[src/verilog/phr_pkg.sv]
// constants, field layouts and carriers of the peak-hold and remote-contact block
// Overview of operation
// - separate maximum and minimum peak memories
// - span derived arithmetically, tied to maximum memory
// - one common discharge rate for peaks
// - global enable stops all capture
// - per-memory gross or net input select
// - envelope ms, zero off, 100..60000 on
// - polarity setting inverts remote output levels
// - six contacts assignable, reset to none
// - max mode contact: low peak, high track
// - max hold contact freezes max and span
// - min mode and hold contacts likewise, but min hold freezes min only, not span
// - tare applied on contact rising edge
// - zero captured on contact rising edge
// - gross/net, autocal, keyboard_lock level functions
// - print contact triggers serial printout
// - three contacts code set, number plus one
// - remote disable leaves keyboard only, local shown
// - input source: measure, half scale, zero
// - baud 300..9600, parity, stop bits selectable
// - heading every N outputs, zero none
// - print only in measuring mode, no dump
// - nonvolatile save on tare or zero change
package phr_pkg;
   localparam int W_VAL = 24;
   localparam int N_CONTACT = 6;
   localparam int N_FUNC = 14;
   localparam int N_RMT = 4;
   // register byte offsets
   localparam logic [7:0] OFS_CTRL = 8'h00;
   localparam logic [7:0] OFS_ENV = 8'h04;
   localparam logic [7:0] OFS_CONTACT = 8'h08;
   localparam logic [7:0] OFS_SERIAL = 8'h0C;
   localparam logic [7:0] OFS_MAX = 8'h10;
   localparam logic [7:0] OFS_MIN = 8'h14;
   localparam logic [7:0] OFS_SPAN = 8'h18;
   localparam logic [7:0] OFS_STATUS = 8'h1C;
   localparam logic [7:0] OFS_CMD = 8'h20;
   // control fields
   localparam int CTRL_ENABLE = 0;
   localparam int CTRL_MAX_NET = 1;
   localparam int CTRL_MIN_NET = 2;
   localparam int CTRL_REMOTE = 3;
   localparam int CTRL_ACT_OFF = 4;
   localparam int CTRL_SAVE = 5;
   localparam int CTRL_SRC_LO = 6;
   localparam logic [31:0] CTRL_RST = 32'h0000_0009;
   localparam logic [15:0] ENV_RST = 16'h0000;
   localparam logic [15:0] ENV_MIN_MS = 16'h0064;
   localparam logic [15:0] ENV_MAX_MS = 16'hEA60;
   localparam int W_FSEL = 4;
   localparam logic [23:0] CONTACT_RST = 24'h00_0000;
   // serial fields
   localparam int SER_BAUD_LO = 0;
   localparam int SER_PAR_LO = 3;
   localparam int SER_STOP2 = 5;
   localparam int SER_HEAD_LO = 8;
   localparam int SER_ITEM_LO = 16;
   localparam logic [2:0] BAUD_MAX = 3'h5;
   localparam logic [31:0] SER_RST = 32'h0000_0005;
   // command bits
   localparam int CMD_CLEAR = 0;
   localparam int CMD_TARE = 1;
   localparam int CMD_ZERO = 2;
   localparam int CMD_PRINT = 3;
   // timing: one millisecond at 250 MHz
   localparam int CLK_MHZ = 250;
   localparam int MS_US = 1000;
   localparam int MS_CYCLES = CLK_MHZ * MS_US;

   typedef enum logic [3:0] {
      FN_NONE = 4'b0000, FN_AUTOCAL = 4'b0001, FN_TARE = 4'b0010,
      FN_MAX_MODE = 4'b0011, FN_MAX_HOLD = 4'b0100, FN_MIN_MODE = 4'b0101,
      FN_MIN_HOLD = 4'b0110, FN_ZERO = 4'b0111, FN_PRINT = 4'b1000,
      FN_GROSS_NET = 4'b1001, FN_CODE1 = 4'b1010, FN_CODE2 = 4'b1011,
      FN_CODE3 = 4'b1100, FN_KEYBOARD_LOCK = 4'b1101
   } phr_func_t;

   typedef enum logic [1:0] {
      SRC_MEAS = 2'b00, SRC_CAL = 2'b01, SRC_ZERO = 2'b10
   } phr_src_t;

   typedef enum logic [1:0] {
      PAR_NONE = 2'b00, PAR_EVEN = 2'b01, PAR_ODD = 2'b10
   } phr_par_t;

   typedef struct packed {
      logic [2:0] baud_sel;  // 0..5 = 300,600,1200,2400,4800,9600
      logic [1:0] parity;
      logic two_stop;
   } phr_ser_t;

   typedef struct packed {
      logic gross;
      logic net;
      logic max;
      logic min;
      logic minmax;
      logic lvs;
   } phr_items_t;
endpackage : phr_pkg

[src/verilog/phr_top.sv]
// peak memories, contact decode and print/serial configuration with APB access
`timescale 1ns/100ps
module phr_top
   import phr_pkg::*;
#(
   parameter int MS_DIV = MS_CYCLES
) (
   input wire logic pclk,                          // system clock
   input wire logic presetn,                       // async reset, active low
   input wire logic psel,                          // apb select
   input wire logic penable,                       // apb access phase
   input wire logic pwrite,                        // apb direction
   input wire logic [7:0] paddr,                   // apb byte address
   input wire logic [31:0] pwdata,                 // apb write data
   output logic [31:0] prdata,                     // apb read data
   output logic pready,                            // apb ready
   output logic pslverr,                           // apb error
   input wire logic signed [W_VAL-1:0] gross_value, // gross measured value
   input wire logic signed [W_VAL-1:0] net_value,  // net measured value
   input wire logic signed [W_VAL-1:0] full_scale, // current full scale
   input wire logic sample_valid,                  // new sample strobe
   input wire logic [N_CONTACT-1:0] contact_in,    // contact levels, 1 = 24 V
   input wire logic [N_RMT-1:0] remote_state,      // asserted output states
   input wire logic measuring_mode,                // device in measuring mode
   input wire logic key_tare,                      // tare key pulse
   input wire logic key_zero,                      // zero key pulse
   input wire logic key_print,                     // print key pulse
   output logic signed [W_VAL-1:0] max_memory_value, // maximum memory
   output logic signed [W_VAL-1:0] min_memory_value, // minimum memory
   output logic signed [W_VAL:0] span_memory_value, // peak-to-peak
   output logic [N_RMT-1:0] remote_out,            // remote output levels
   output phr_src_t input_source_select,           // selected test source
   output logic tare_pulse,                        // apply tare
   output logic zero_pulse,                        // capture zero
   output logic nv_save_pulse,                     // store tare/zero to nvm
   output logic print_pulse,                       // start printout
   output logic heading_pulse,                     // printout carries heading
   output phr_items_t print_items,                 // enabled print items
   output phr_ser_t serial_cfg,                    // serial framing
   output logic [3:0] set_number,                  // parameter set 1..8
   output logic keyboard_lock,                     // keys locked
   output logic autocal_on,                        // autocalibration on
   output logic analog_net_sel,                    // analog output shows net
   output logic local_indication                   // keyboard-only operation
);

   ////////////////////////////////////////////////////////////////////////
   logic [31:0] ctrl_r;
   logic [15:0] env_r;
   logic [23:0] contact_r;
   logic [31:0] serial_r;
   logic [31:0] status_w;
   logic [31:0] rd_mux;
   logic rd_err;
   logic wr_en;
   logic [15:0] env_nxt;
   logic [3:0] cmd_r;

   assign wr_en = psel & penable & pready & pwrite;

   // one wait state: every access takes setup plus two access cycles
   always_ff @(posedge pclk or negedge presetn) begin
      if (!presetn) begin
         pready <= 1'b0;
      end else begin
         pready <= psel & penable & ~pready;
      end
   end

   always_comb begin
      rd_err = 1'b0;
      unique case (paddr)
         OFS_CTRL: rd_mux = ctrl_r;
         OFS_ENV: rd_mux = {16'h0000, env_r};
         OFS_CONTACT: rd_mux = {8'h00, contact_r};
         OFS_SERIAL: rd_mux = serial_r;
         OFS_MAX: rd_mux = {{(32-W_VAL){max_memory_value[W_VAL-1]}}, max_memory_value};
         OFS_MIN: rd_mux = {{(32-W_VAL){min_memory_value[W_VAL-1]}}, min_memory_value};
         OFS_SPAN: rd_mux = {{(31-W_VAL){span_memory_value[W_VAL]}}, span_memory_value};
         OFS_STATUS: rd_mux = status_w;
         OFS_CMD: rd_mux = 32'h0000_0000;
         default: begin
            rd_mux = 32'h0000_0000;
            rd_err = 1'b1;
         end
      endcase
   end

   always_ff @(posedge pclk or negedge presetn) begin
      if (!presetn) begin
         prdata <= 32'h0000_0000;
         pslverr <= 1'b0;
      end else if (psel && penable && !pready) begin
         prdata <= pwrite ? 32'h0000_0000 : rd_mux;
         pslverr <= rd_err;
      end else begin
         pslverr <= 1'b0;
      end
   end

   // out-of-range envelope times clamp into the legal band
   always_comb begin
      env_nxt = pwdata[15:0];
      // compare the whole word so large times are not folded by truncation
      if (pwdata > {16'h0000, ENV_MAX_MS}) begin
         env_nxt = ENV_MAX_MS;
      end else if (env_nxt != 16'h0000 && env_nxt < ENV_MIN_MS) begin
         env_nxt = ENV_MIN_MS;
      end
   end

   always_ff @(posedge pclk or negedge presetn) begin
      if (!presetn) begin
         ctrl_r <= CTRL_RST;
         env_r <= ENV_RST;
         contact_r <= CONTACT_RST;
         serial_r <= SER_RST;
      end else if (wr_en) begin
         unique case (paddr)
            OFS_CTRL: ctrl_r <= {24'h00_0000, pwdata[7:0]};
            OFS_ENV: env_r <= env_nxt;
            OFS_CONTACT: contact_r <= pwdata[23:0];
            OFS_SERIAL: begin
               serial_r <= {10'h000, pwdata[21:8], 2'b00, pwdata[5:0]};
               if (pwdata[2:0] > BAUD_MAX) begin
                  serial_r[2:0] <= BAUD_MAX;
               end
            end
            default: begin
            end
         endcase
      end
   end

   always_ff @(posedge pclk or negedge presetn) begin
      if (!presetn) begin
         cmd_r <= 4'h0;
      end else begin
         cmd_r <= (wr_en && paddr == OFS_CMD) ? pwdata[3:0] : 4'h0;
      end
   end

   ////////////////////////////////////////////////////////////////////////
   // contact decode: each contact drives the function it is assigned to
   logic [N_CONTACT-1:0] contact_q;
   logic [N_FUNC-1:0] fn_level;
   logic [N_FUNC-1:0] fn_rise;
   logic [N_FUNC-1:0] hit_lv [N_CONTACT];
   logic [N_FUNC-1:0] hit_rs [N_CONTACT];
   logic remote_en;

   assign remote_en = ctrl_r[CTRL_REMOTE];

   always_ff @(posedge pclk or negedge presetn) begin
      if (!presetn) begin
         contact_q <= '0;
      end else begin
         contact_q <= contact_in;
      end
   end

   genvar gc;
   generate
      for (gc = 0; gc < N_CONTACT; gc++) begin : g_contact
         logic [N_FUNC-1:0] onehot;
         assign onehot = (N_FUNC)'(1) << contact_r[gc*W_FSEL +: W_FSEL];
         // disabled remote means contacts are ignored completely
         assign hit_lv[gc] = (remote_en && contact_in[gc]) ? onehot : '0;
         assign hit_rs[gc] = (remote_en && contact_in[gc] && !contact_q[gc]) ? onehot : '0;
      end
   endgenerate

   always_comb begin
      fn_level = '0;
      fn_rise = '0;
      for (int c = 0; c < N_CONTACT; c++) begin
         fn_level = fn_level | hit_lv[c];
         fn_rise = fn_rise | hit_rs[c];
      end
   end

   always_ff @(posedge pclk or negedge presetn) begin
      if (!presetn) begin
         set_number <= 4'h1;
         keyboard_lock <= 1'b0;
         autocal_on <= 1'b1;
         analog_net_sel <= 1'b0;
         local_indication <= 1'b0;
         remote_out <= '0;
         input_source_select <= SRC_MEAS;
         serial_cfg <= '0;
         print_items <= '0;
      end else begin
         set_number <= {1'b0, fn_level[FN_CODE3], fn_level[FN_CODE2],
                        fn_level[FN_CODE1]} + 4'h1;
         keyboard_lock <= fn_level[FN_KEYBOARD_LOCK];
         autocal_on <= ~fn_level[FN_AUTOCAL];
         analog_net_sel <= fn_level[FN_GROSS_NET];
         local_indication <= ~remote_en;
         remote_out <= ctrl_r[CTRL_ACT_OFF] ? ~remote_state : remote_state;
         input_source_select <= phr_src_t'(ctrl_r[CTRL_SRC_LO +: 2]);
         serial_cfg <= {serial_r[SER_BAUD_LO +: 3], serial_r[SER_PAR_LO +: 2],
                        serial_r[SER_STOP2]};
         print_items <= phr_items_t'(serial_r[SER_ITEM_LO +: 6]);
      end
   end

   ////////////////////////////////////////////////////////////////////////
   // tare, zero, print and the nonvolatile save request
   logic do_tare;
   logic do_zero;
   logic do_print;
   logic [7:0] head_cnt_r;
   logic [7:0] head_n;

   assign do_tare = fn_rise[FN_TARE] | (key_tare & ~fn_level[FN_KEYBOARD_LOCK]) | cmd_r[CMD_TARE];
   assign do_zero = fn_rise[FN_ZERO] | (key_zero & ~fn_level[FN_KEYBOARD_LOCK]) | cmd_r[CMD_ZERO];
   // a held print contact starts one printout, not one per cycle
   assign do_print = measuring_mode & (fn_rise[FN_PRINT] | cmd_r[CMD_PRINT] |
                     (key_print & ~fn_level[FN_KEYBOARD_LOCK]));
   assign head_n = serial_r[SER_HEAD_LO +: 8];

   always_ff @(posedge pclk or negedge presetn) begin
      if (!presetn) begin
         tare_pulse <= 1'b0;
         zero_pulse <= 1'b0;
         nv_save_pulse <= 1'b0;
         print_pulse <= 1'b0;
      end else begin
         tare_pulse <= do_tare;
         zero_pulse <= do_zero;
         nv_save_pulse <= ctrl_r[CTRL_SAVE] & (do_tare | do_zero);
         print_pulse <= do_print;
      end
   end

   always_ff @(posedge pclk or negedge presetn) begin
      if (!presetn) begin
         head_cnt_r <= 8'h00;
         heading_pulse <= 1'b0;
      end else if (do_print) begin
         heading_pulse <= (head_n != 8'h00) && (head_cnt_r == 8'h00);
         head_cnt_r <= (head_cnt_r + 8'h01 >= head_n) ? 8'h00 : head_cnt_r + 8'h01;
      end else begin
         heading_pulse <= 1'b0;
      end
   end

   ////////////////////////////////////////////////////////////////////////
   // envelope timing: ms tick, then one discharge step per period
   logic [$clog2(MS_DIV)-1:0] ms_cnt_r;
   logic [15:0] env_cnt_r;
   logic ms_tick;
   logic env_on;
   logic env_step_r;

   assign env_on = env_r >= ENV_MIN_MS;
   assign ms_tick = ms_cnt_r == ($clog2(MS_DIV))'(MS_DIV - 1);

   always_ff @(posedge pclk or negedge presetn) begin
      if (!presetn) begin
         ms_cnt_r <= '0;
      end else begin
         ms_cnt_r <= ms_tick ? '0 : ms_cnt_r + 1'b1;
      end
   end

   always_ff @(posedge pclk or negedge presetn) begin
      if (!presetn) begin
         env_cnt_r <= 16'h0000;
         env_step_r <= 1'b0;
      end else begin
         env_step_r <= 1'b0;
         if (!env_on) begin
            env_cnt_r <= 16'h0000;
         end else if (ms_tick) begin
            if (env_cnt_r + 16'h0001 >= env_r) begin
               env_cnt_r <= 16'h0000;
               env_step_r <= 1'b1;
            end else begin
               env_cnt_r <= env_cnt_r + 16'h0001;
            end
         end
      end
   end

   ////////////////////////////////////////////////////////////////////////
   // peak memories; a step discharges one digit toward the input
   logic signed [W_VAL-1:0] src_gross;
   logic signed [W_VAL-1:0] src_net;
   logic signed [W_VAL-1:0] max_in;
   logic signed [W_VAL-1:0] min_in;
   logic signed [W_VAL-1:0] max_nxt;
   logic signed [W_VAL-1:0] min_nxt;
   logic max_run;
   logic min_run;
   logic pk_en;
   logic env_pend_r;

   always_comb begin
      unique case (input_source_select)
         SRC_CAL: begin
            src_gross = full_scale >>> 1;
            src_net = full_scale >>> 1;
         end
         SRC_ZERO: begin
            src_gross = '0;
            src_net = '0;
         end
         default: begin
            src_gross = gross_value;
            src_net = net_value;
         end
      endcase
   end

   assign max_in = ctrl_r[CTRL_MAX_NET] ? src_net : src_gross;
   assign min_in = ctrl_r[CTRL_MIN_NET] ? src_net : src_gross;
   assign pk_en = ctrl_r[CTRL_ENABLE];
   assign max_run = pk_en & sample_valid & ~fn_level[FN_MAX_HOLD];
   assign min_run = pk_en & sample_valid & ~fn_level[FN_MIN_HOLD];

   // a discharge step waits for the next sample so both memories see it
   always_ff @(posedge pclk or negedge presetn) begin
      if (!presetn) begin
         env_pend_r <= 1'b0;
      end else if (env_step_r) begin
         env_pend_r <= 1'b1;
      end else if (sample_valid) begin
         env_pend_r <= 1'b0;
      end
   end

   always_comb begin
      max_nxt = max_memory_value;
      min_nxt = min_memory_value;
      if (max_run) begin
         if (fn_level[FN_MAX_MODE] || max_in > max_memory_value) begin
            max_nxt = max_in;
         end else if (env_pend_r && max_memory_value > max_in) begin
            max_nxt = max_memory_value - 1'b1;
         end
      end
      if (min_run) begin
         if (fn_level[FN_MIN_MODE] || min_in < min_memory_value) begin
            min_nxt = min_in;
         end else if (env_pend_r && min_memory_value < min_in) begin
            min_nxt = min_memory_value + 1'b1;
         end
      end
   end

   always_ff @(posedge pclk or negedge presetn) begin
      if (!presetn) begin
         max_memory_value <= '0;
         min_memory_value <= '0;
      end else if (cmd_r[CMD_CLEAR]) begin
         max_memory_value <= max_in;
         min_memory_value <= min_in;
      end else begin
         max_memory_value <= max_nxt;
         min_memory_value <= min_nxt;
      end
   end

   // span follows the maximum memory's hold, not its own
   always_ff @(posedge pclk or negedge presetn) begin
      if (!presetn) begin
         span_memory_value <= '0;
      end else if (!fn_level[FN_MAX_HOLD]) begin
         span_memory_value <= (W_VAL+1)'(max_memory_value) - (W_VAL+1)'(min_memory_value);
      end
   end

   assign status_w = {16'h0000, set_number, 2'b00, local_indication, keyboard_lock,
                      autocal_on, analog_net_sel, fn_level[FN_MIN_HOLD],
                      fn_level[FN_MIN_MODE], fn_level[FN_MAX_HOLD],
                      fn_level[FN_MAX_MODE], env_on, pk_en};
endmodule : phr_top

[config.mk]
export PLATFORM = sky130hd
export DESIGN_NAME = phr_top
export DESIGN_NICKNAME = d
export VERILOG_FILES = /design/src/verilog/phr_pkg.sv /design/src/verilog/phr_top.sv
export SDC_FILE = /design/constraint.sdc
export NUM_CORES = 1
export LEC_CHECK = 0
export CAP_MARGIN = 10
export CELL_PAD_IN_SITES_DETAIL_PLACEMENT = 0
export CELL_PAD_IN_SITES_GLOBAL_PLACEMENT = 1
export CORE_ASPECT_RATIO = 1.75
export CORE_MARGIN = 1
export CORE_UTILIZATION = 25
export CTS_CLUSTER_DIAMETER = 120
export DETAILED_ROUTE_END_ITERATION = 16
export DONT_BUFFER_PORTS = 1
export GPL_ROUTABILITY_DRIVEN = 0
export GPL_TIMING_DRIVEN = 0
export PLACE_DENSITY = 0.46
export SLEW_MARGIN = 30
export SYNTH_ARGS = -nofsm -noshare
export SYNTH_HDL_FRONTEND = slang
export SYNTH_SLANG_ARGS = --single-unit
[constraint.sdc]
create_clock -name pclk -period 3.9 [get_ports pclk]
set_input_delay 0.39 -clock pclk [delete_from_list [all_inputs] [get_ports pclk]]
set_output_delay 0.39 -clock pclk [all_outputs]
set_load 0.02 [all_outputs]
==> results of run 1 <==
## where the power goes
| group | internal (W) | switching (W) |
|---|---|---|
| registers | 0.00266 | 0.000114 |
| clock network | 0.00162 | 0.00122 |
| logic | 0.000232 | 0.000306 |
## cell usage in the layout, fill, tap and decap left out, types with 13 or more instances in the layout
| cell | synthesis | final |
|---|---|---|
| dfrtp_1 | 247 | 241 |
| nand2_1 | 170 | 170 |
| ha_1 | 104 | 101 |
| a21oi_1 | 131 | 100 |
| mux2_2 | 99 | 97 |
| nor2_1 | 103 | 94 |
| o21ai_0 | 97 | 90 |
| inv_1 | 66 | 65 |
| clkbuf_1 | 58 | 48 |
| nor3_1 | 47 | 46 |
| nand3_1 | 45 | 44 |
| a21o_1 | 41 | 41 |
| buf_4 | 7 | 39 |
| a22o_1 | 36 | 36 |
| dlygate4sd3_1 | 0 | 34 |
| xor2_1 | 31 | 31 |
| nand4_1 | 30 | 30 |
| nand2b_1 | 30 | 30 |
| clkbuf_16 | 0 | 30 |
| a21oi_2 | 0 | 29 |
| a22oi_1 | 29 | 29 |
| xnor2_1 | 28 | 28 |
| a222oi_1 | 26 | 26 |
| nor4_1 | 27 | 23 |
| o22ai_1 | 18 | 18 |
| nor2b_1 | 17 | 17 |
| and3_1 | 15 | 15 |
| o21ai_1 | 9 | 13 |
## critical path, cell delays in order (launching register included)
cell	delay [ns]
dfrtp_2	0.47
inv_2	0.07
ha_4	0.35
buf_8	0.17
clkbuf_16	0.18
a21oi_1	0.10
ha_1	0.30
nand4_1	0.12
or3_4	0.45
a21oi_4	0.14
o21ai_4	0.09
a211o_4	0.38
or2_4	0.27
buf_4	0.16
o32ai_1	0.29
a31o_2	0.16
## how the worst max path moves through the flow
| stage | start | endpoint | depth (start not counted) |
|---|---|---|---|
| 6_report | input_source_select[1]$_DFF_PN0_ | max_memory_value[5]$_DFFE_PN0P_ | 15 |
| 5_1_grt | input_source_select[1]$_DFF_PN0_ | min_memory_value[19]$_DFFE_PN0P_ | 17 |
| 4_1_cts | input_source_select[1]$_DFF_PN0_ | max_memory_value[20]$_DFFE_PN0P_ | 14 |
| 3_5_place_dp | ctrl_r[1]$_DFFE_PN0P_ | max_memory_value[14]$_DFFE_PN0P_ | 14 |
| 3_3_place_gp | ctrl_r[1]$_DFFE_PN0P_ | max_memory_value[14]$_DFFE_PN0P_ | 14 |
| 2_1_floorplan | input_source_select[1]$_DFF_PN0_ | max_memory_value[20]$_DFFE_PN0P_ | 15 |
## flip-flops by register name (all words and copies together), names as in the netlist, 2 cells and up
signal	count
set_number	4
remote_out	4
min_memory_value	24
span_memory_value	25
ms_cnt_r	18
serial_r	20
prdata	25
input_source_select	2
max_memory_value	24
head_cnt_r	8
cmd_r	4
env_cnt_r	16
env_r	16
contact_q	6
serial_cfg	6
print_items	6
contact_r	24
ctrl_r	8
## layer usage
layer  vias to the layer above  routed length (µm)  GRT usage (%)  part of all wire, %
met5                         -                   0              0                    0
met4                         0                4112          11.53                  5.4
met3                       140                4790          4.845                  6.3
met2                       514               41010          43.43                   54
met1                      7406               26610          22.71                   35
li1                       6743                   -              -                    -
## metrics by stage
stage,total power [W],util (%),hold slack [ns],cell area [µm²]
finish,0.006157,30.07,-0.5057,19390
global placement,0.003266,26.90,0.1014,17350
global route,0.006378,30.07,-0.5290,19390
floorplan,0.003094,-,0.09441,16330
detailed placement,0.003268,26.92,0.1013,17360
CTS,0.006221,29.63,-0.5376,19110
## what timing repair did
item,4_1_cts,5_1_grt
gates resized for setup,124,49
pin swaps,7,21
endpoints found under the hold margin,333,253
setup buffers,12,12
endpoints found under the setup margin,60,56
## final cells by class
type	instances	area share (%)
Antenna cell	1	0.01291
Buffer	84	2.898
Clock buffer	40	4.111
Clock inverter	12	0.7809
Inverter	66	1.278
Multi-Input combinational cell	1348	50.21
Sequential cell	253	32.75
Tap cell	812	5.240
Timing Repair Buffer	58	2.723
## cells by family after synthesis
logic type,Yosys count,share of synthesized area [%]
fa+ha+maj,105,8.091
xor+xnor,59,3.165
mux,108,7.386
buf+inv,155,3.869
simple gates,566,17.62
flops,253,38.82
compound gates,510,21.06
==> out/results.ini, run 1 <==
[die]
die_w_um = 195.2
die_area_um2 = 66380
fp.dieH_um = 340.1
start_util_pct = 25.32
ios = 270
num_rows = 123
core_area_um2 = 64480

[layout]
nNetsFinal = 2077
multiInputGateArea_um2 = 9734
seq_area_um2 = 6349
drive_gt1_share_pct = 16.60
fillCellCount = 6826
finalNonFillerCells = 2674
syn2layout_area_growth_pct = 18.73

[logic_synthesis]
synth.ff_latch_count = 253
synth.avg_cell_area_um2 = 9.299
ys_seq_area_share_pct = 38.82
synth_area_leaders = dfrtp_1 (38%), ha_1 (8.0%), mux2_2 (6.8%)
synthArstFlopShare_pct = 100.0
synth.most_common_cell = dfrtp_1
netlist_instances = 1756
yosys_most_used_dff = dfrtp_1
synthTopCellsByCount = dfrtp_1 (247), nand2_1 (170), a21oi_1 (131), ha_1 (104), nor2_1 (103)
synth-edff-count = 0
synth_top_area_share_pct = 37.85
syn_area_um2 = 16330
synth.distinct_cells = 86
yosysTopAreaCell = dfrtp_1
yosysWarnings = 0
synthesis.nets = 1993

[place]
dpl.cell_count = 2568
portBuffers = 0
dp_hpwl_um = 60520
post-place-ws_ns = -1.633

[timing]
finClkSkew_ns = 0.03278
setup_viol = 0
relSlewSlack_pct = 36.82
hold_violations = 253
max_freq_ghz = 0.2633
min_period_ns = 3.798
tightestPinTransition_ns = 0.9405
fin_ws_ns = 0.1017
slew_violations = 0
period_share_pct = 97.39
tns_ns = 0
holdWs_ns = -0.5057

[clock_tree]
cts.clk_slew.worst_paths_ns = 0.06
cts_hold_buf = 34
cts_buffer_depth = 3
cts_tree = built
cts_htree_levels = 1
clk_latency_ns = 0.59
cts_sinks = 253
cts-root-buf = clkbuf_16
cts_buffers = 29

[grt]
antenna_found_initial = 1
first_global_vias = 15347
track_usage_pct = 22.68
grt_max_degree = 254
grt_overflow = 0
grt_pass1_wl_um = 109100

[critical_path]
cp_data_arrival_time_ns = 4.31
cp.required_ns = 4.41
end_kind = flop
cp-start-kind = flop
cp_max_fo = 10
r2r_cells = 15
timing.rr.start = input_source_select[1]$_DFF_PN0_
r2r_end = max_memory_value[5]$_DFFE_PN0P_
path_class = reg -> reg
regToRegSetupSlack_ns = 0.10

[routing]
num_vias = 14803
dr.first_iter.drc_count = 934
drt-pass1-iter-count = 7
drc_errors = 0
wl_um = 76520
wl_per_cell_um = 28.62
ant_nets = 0
vias_per_cell = 5.536

[run_status]
violations = hold timing
status = finished with violations

[flow_run]
maxCapViolCount = 0

[power]
ir_worst_vdd_v = 0.0002764
leakage_nw = 8.457
power_density_nw_per_um2 = 317.6

[min_path]
min_path_type = in -> async

(Power assumes the default switching activity.)
==> inputs of run 2 (changes only) <==
--- a/config.mk
+++ b/config.mk
@@ -5,6 +5,7 @@
 export SDC_FILE = /design/constraint.sdc
 export NUM_CORES = 1
 export LEC_CHECK = 0
+export ABC_AREA = 1
 export CAP_MARGIN = 10
 export CELL_PAD_IN_SITES_DETAIL_PLACEMENT = 0
 export CELL_PAD_IN_SITES_GLOBAL_PLACEMENT = 1
@@ -15,8 +16,9 @@
 export DETAILED_ROUTE_END_ITERATION = 16
 export DONT_BUFFER_PORTS = 1
 export GPL_ROUTABILITY_DRIVEN = 0
-export GPL_TIMING_DRIVEN = 0
-export PLACE_DENSITY = 0.46
+export GPL_TIMING_DRIVEN = 1
+export PLACE_DENSITY = 0.48
+export SETUP_SLACK_MARGIN = 0.2
 export SLEW_MARGIN = 30
 export SYNTH_ARGS = -nofsm -noshare
 export SYNTH_HDL_FRONTEND = slang
==> run 2 against run 1 <==
Effect of this change: the flow still finishes with violations (hold timing); critical path depth rose by 3; non-clock buffer count fell by 12; setup slack better by 0.43 ns; first-iteration DRC count is 5.0% higher; power up 9.4%; global-route usage up 0.99 points; worst hold slack got worse by 0.0084 ns; design area increased by 6.9%; fmax grew 13%; largest power group unchanged; highest routed layer unchanged.
==> out/results.ini, run 2 <==
[logic_synthesis]
netlist_instances = 2483
synth.ff_latch_count = 253
yosys_most_used_dff = dfrtp_1
synth-edff-count = 0
synthesis.nets = 2720
syn_area_um2 = 17800
synthArstFlopShare_pct = 100.0
synth_area_leaders = dfrtp_1 (35%), nand2_1 (15%), ha_1 (7.3%)
yosysTopAreaCell = dfrtp_1
synth.distinct_cells = 61
ys_seq_area_share_pct = 35.61
synth.avg_cell_area_um2 = 7.169
yosysWarnings = 0
synth.most_common_cell = nand2_1
synth_top_area_share_pct = 34.72
synthTopCellsByCount = nand2_1 (688), inv_1 (325), dfrtp_1 (247), o21ai_0 (182), nor2_1 (175)

[die]
die_area_um2 = 72320
ios = 270
die_w_um = 203.7
start_util_pct = 25.24
fp.dieH_um = 355.0
core_area_um2 = 70530
num_rows = 129

[place]
portBuffers = 0
place_area_um2 = 19290
dp_hpwl_um = 70770

[timing]
finClkSkew_ns = 0.02707
holdWs_ns = -0.5141
tightestPinTransition_ns = 0.9281
hold_violations = 253
grt_setup_unrepaired = false
min_period_ns = 3.369
tns_ns = 0
setup_viol = 0
period_share_pct = 86.37
relSlewSlack_pct = 37.98
slew_violations = 0
max_freq_ghz = 0.2969

[power]
power_density_nw_per_um2 = 324.9
power_w = 0.006737
leakage_nw = 10.26
ir_worst_vdd_v = 0.0003293

[critical_path]
end_kind = flop
r2r_cells = 18
cp_data_arrival_time_ns = 3.85
cp_max_fo = 34
timing.rr.start = input_source_select[1]$_DFF_PN0_
crit_chain = inv_1, ha_4, buf_6, a22o_1, o21ai_0, ha_1, nand2_1, inv_1, nor2_1, o21a_1, nand2_1, nand2_1, nand4_1, nand3_4, buf_4, nand2_1, nand2_1, o21ai_1
cp-start-kind = flop
cpMostUsedCell = nand2_1
cp.required_ns = 4.38
regToRegSetupSlack_ns = 0.53
r2r_end = max_memory_value[19]$_DFFE_PN0P_
path_class = reg -> reg
crit_family = simple AND/OR/NAND/NOR gates
slowest_delay_ns = 0.42
path_buf_inv = 4
slowest_stage = o21ai_0

[clock_tree]
cts_htree_levels = 1
cts-root-buf = clkbuf_16
cts.clk_slew.worst_paths_ns = 0.07
cts_buffer_depth = 3
clk_latency_ns = 0.61
cts_tree = built
cts_sinks = 253
cts_buffers = 30
cts_hold_buf = 35

[layout]
layout_commonest_cell = nand2_1
drive_gt1_share_pct = 8.610
postLayoutCellArea_um2 = 20730
nNetsFinal = 2803
top_regs = prdata: 25 flops, span_memory_value: 25 flops
fillCellCount = 7692
fin_util_pct = 29.40
mostFrequentLayoutCells = nand2_1 (687), inv_1 (325), dfrtp_1 (246)
syn2layout_area_growth_pct = 16.48

[routing]
vias_per_cell = 4.903
drc_errors = 0
wl_um = 86080
drt-pass1-iter-count = 5
dr.first_iter.drc_count = 981
num_vias = 17198
wl_per_cell_um = 24.54
ant_nets = 0

[grt]
antenna_found_initial = 1
first_global_vias = 17812
grt_max_degree = 254
grt_pass1_wl_um = 122900
grt_overflow = 0
track_usage_pct = 23.67

[run_status]
status = finished with violations
violations = hold timing

[flow_run]
maxCapViolCount = 0

[min_path]
min_path_type = in -> async

run 2: worst max-delay path by stage:
| stage | start | end | slack, ns | cells past startpoint |
|---|---|---|---|---|
| final | input_source_select[1]$_DFF_PN0_ | max_memory_value[19]$_DFFE_PN0P_ | 0.53 | 18 |
| after global routing | input_source_select[1]$_DFF_PN0_ | max_memory_value[23]$_DFFE_PN0P_ | 0.21 | 23 |
| after CTS | input_source_select[0]$_DFF_PN0_ | min_memory_value[14]$_DFFE_PN0P_ | 0.20 | 24 |
| after detailed placement | input_source_select[1]$_DFF_PN0_ | min_memory_value[14]$_DFFE_PN0P_ | 0.06 | 24 |
| after global placement | input_source_select[0]$_DFF_PN0_ | min_memory_value[14]$_DFFE_PN0P_ | 0.09 | 24 |
| after floorplan | input_source_select[1]$_DFF_PN0_ | max_memory_value[9]$_DFFE_PN0P_ | 0.67 | 20 |
run 2: cell type report:
type	count	area [µm²]	area share, %
diodes	1	2.502	0.01207
clock buffers	42	847.1	4.085
clock inverters	14	193.9	0.9354
inverters	338	1271	6.131
multi-input cells	1813	9803	47.28
flip-flops and latches	253	6340	30.58
well taps	917	1147	5.534
repair buffers	130	1129	5.443
run 2: per-stage QoR:
stage | cells | setup slack [ns]
after floorplan | 2483 | 0.6681
after global placement | 3415 | 0.09155
after detailed placement | 3415 | 0.05885
after CTS | 3506 | 0.2041
after global routing | 3507 | 0.2136
final | 3508 | 0.5315
run 2: per-layer routing:
| layer | share of wire [%] | wire [µm] | up-vias | global-route usage [%] |
|---|---|---|---|---|
| met1 | 33 | 28450 | 8223 | 22.16 |
| li1 | - | - | 8361 | - |
| met2 | 55 | 47320 | 481 | 46.53 |
| met4 | 6.2 | 5336 | 0 | 13.28 |
| met3 | 5.8 | 4976 | 133 | 4.890 |
| met5 | 0 | 0 | - | 0 |
run 2: cells by family (layout without fill, tap and decap cells):
family                   after synthesis  in the layout  share of synthesized area (%)
other                                  0              1                              0
AND/OR/NAND/NOR                     1164           1164                          28.48
XOR/XNOR                              80             80                          3.936
multiplexers                           1              1                        0.06326
buffers and inverters                417            524                          9.510
flip-flops                           253            253                          35.61
adder cells (fa/ha/maj)              105            105                          7.423
AO/OA/AOI/OAI                        463            463                          14.98
run 2: power by group:
group          switching (W)  leakage (nW)  internal, W
Clock                0.00130         0.503      0.00179
Combinational       0.000494          6.60     0.000278
Sequential          0.000180          3.15      0.00270
run 2: repair_timing:
action | CTS | global route
gates resized for setup | 1 | 21
hold endpoints to repair | 306 | 253
endpoints found under the setup margin | 24 | 64
setup buffers | 0 | 1
pin swaps | 0 | 1
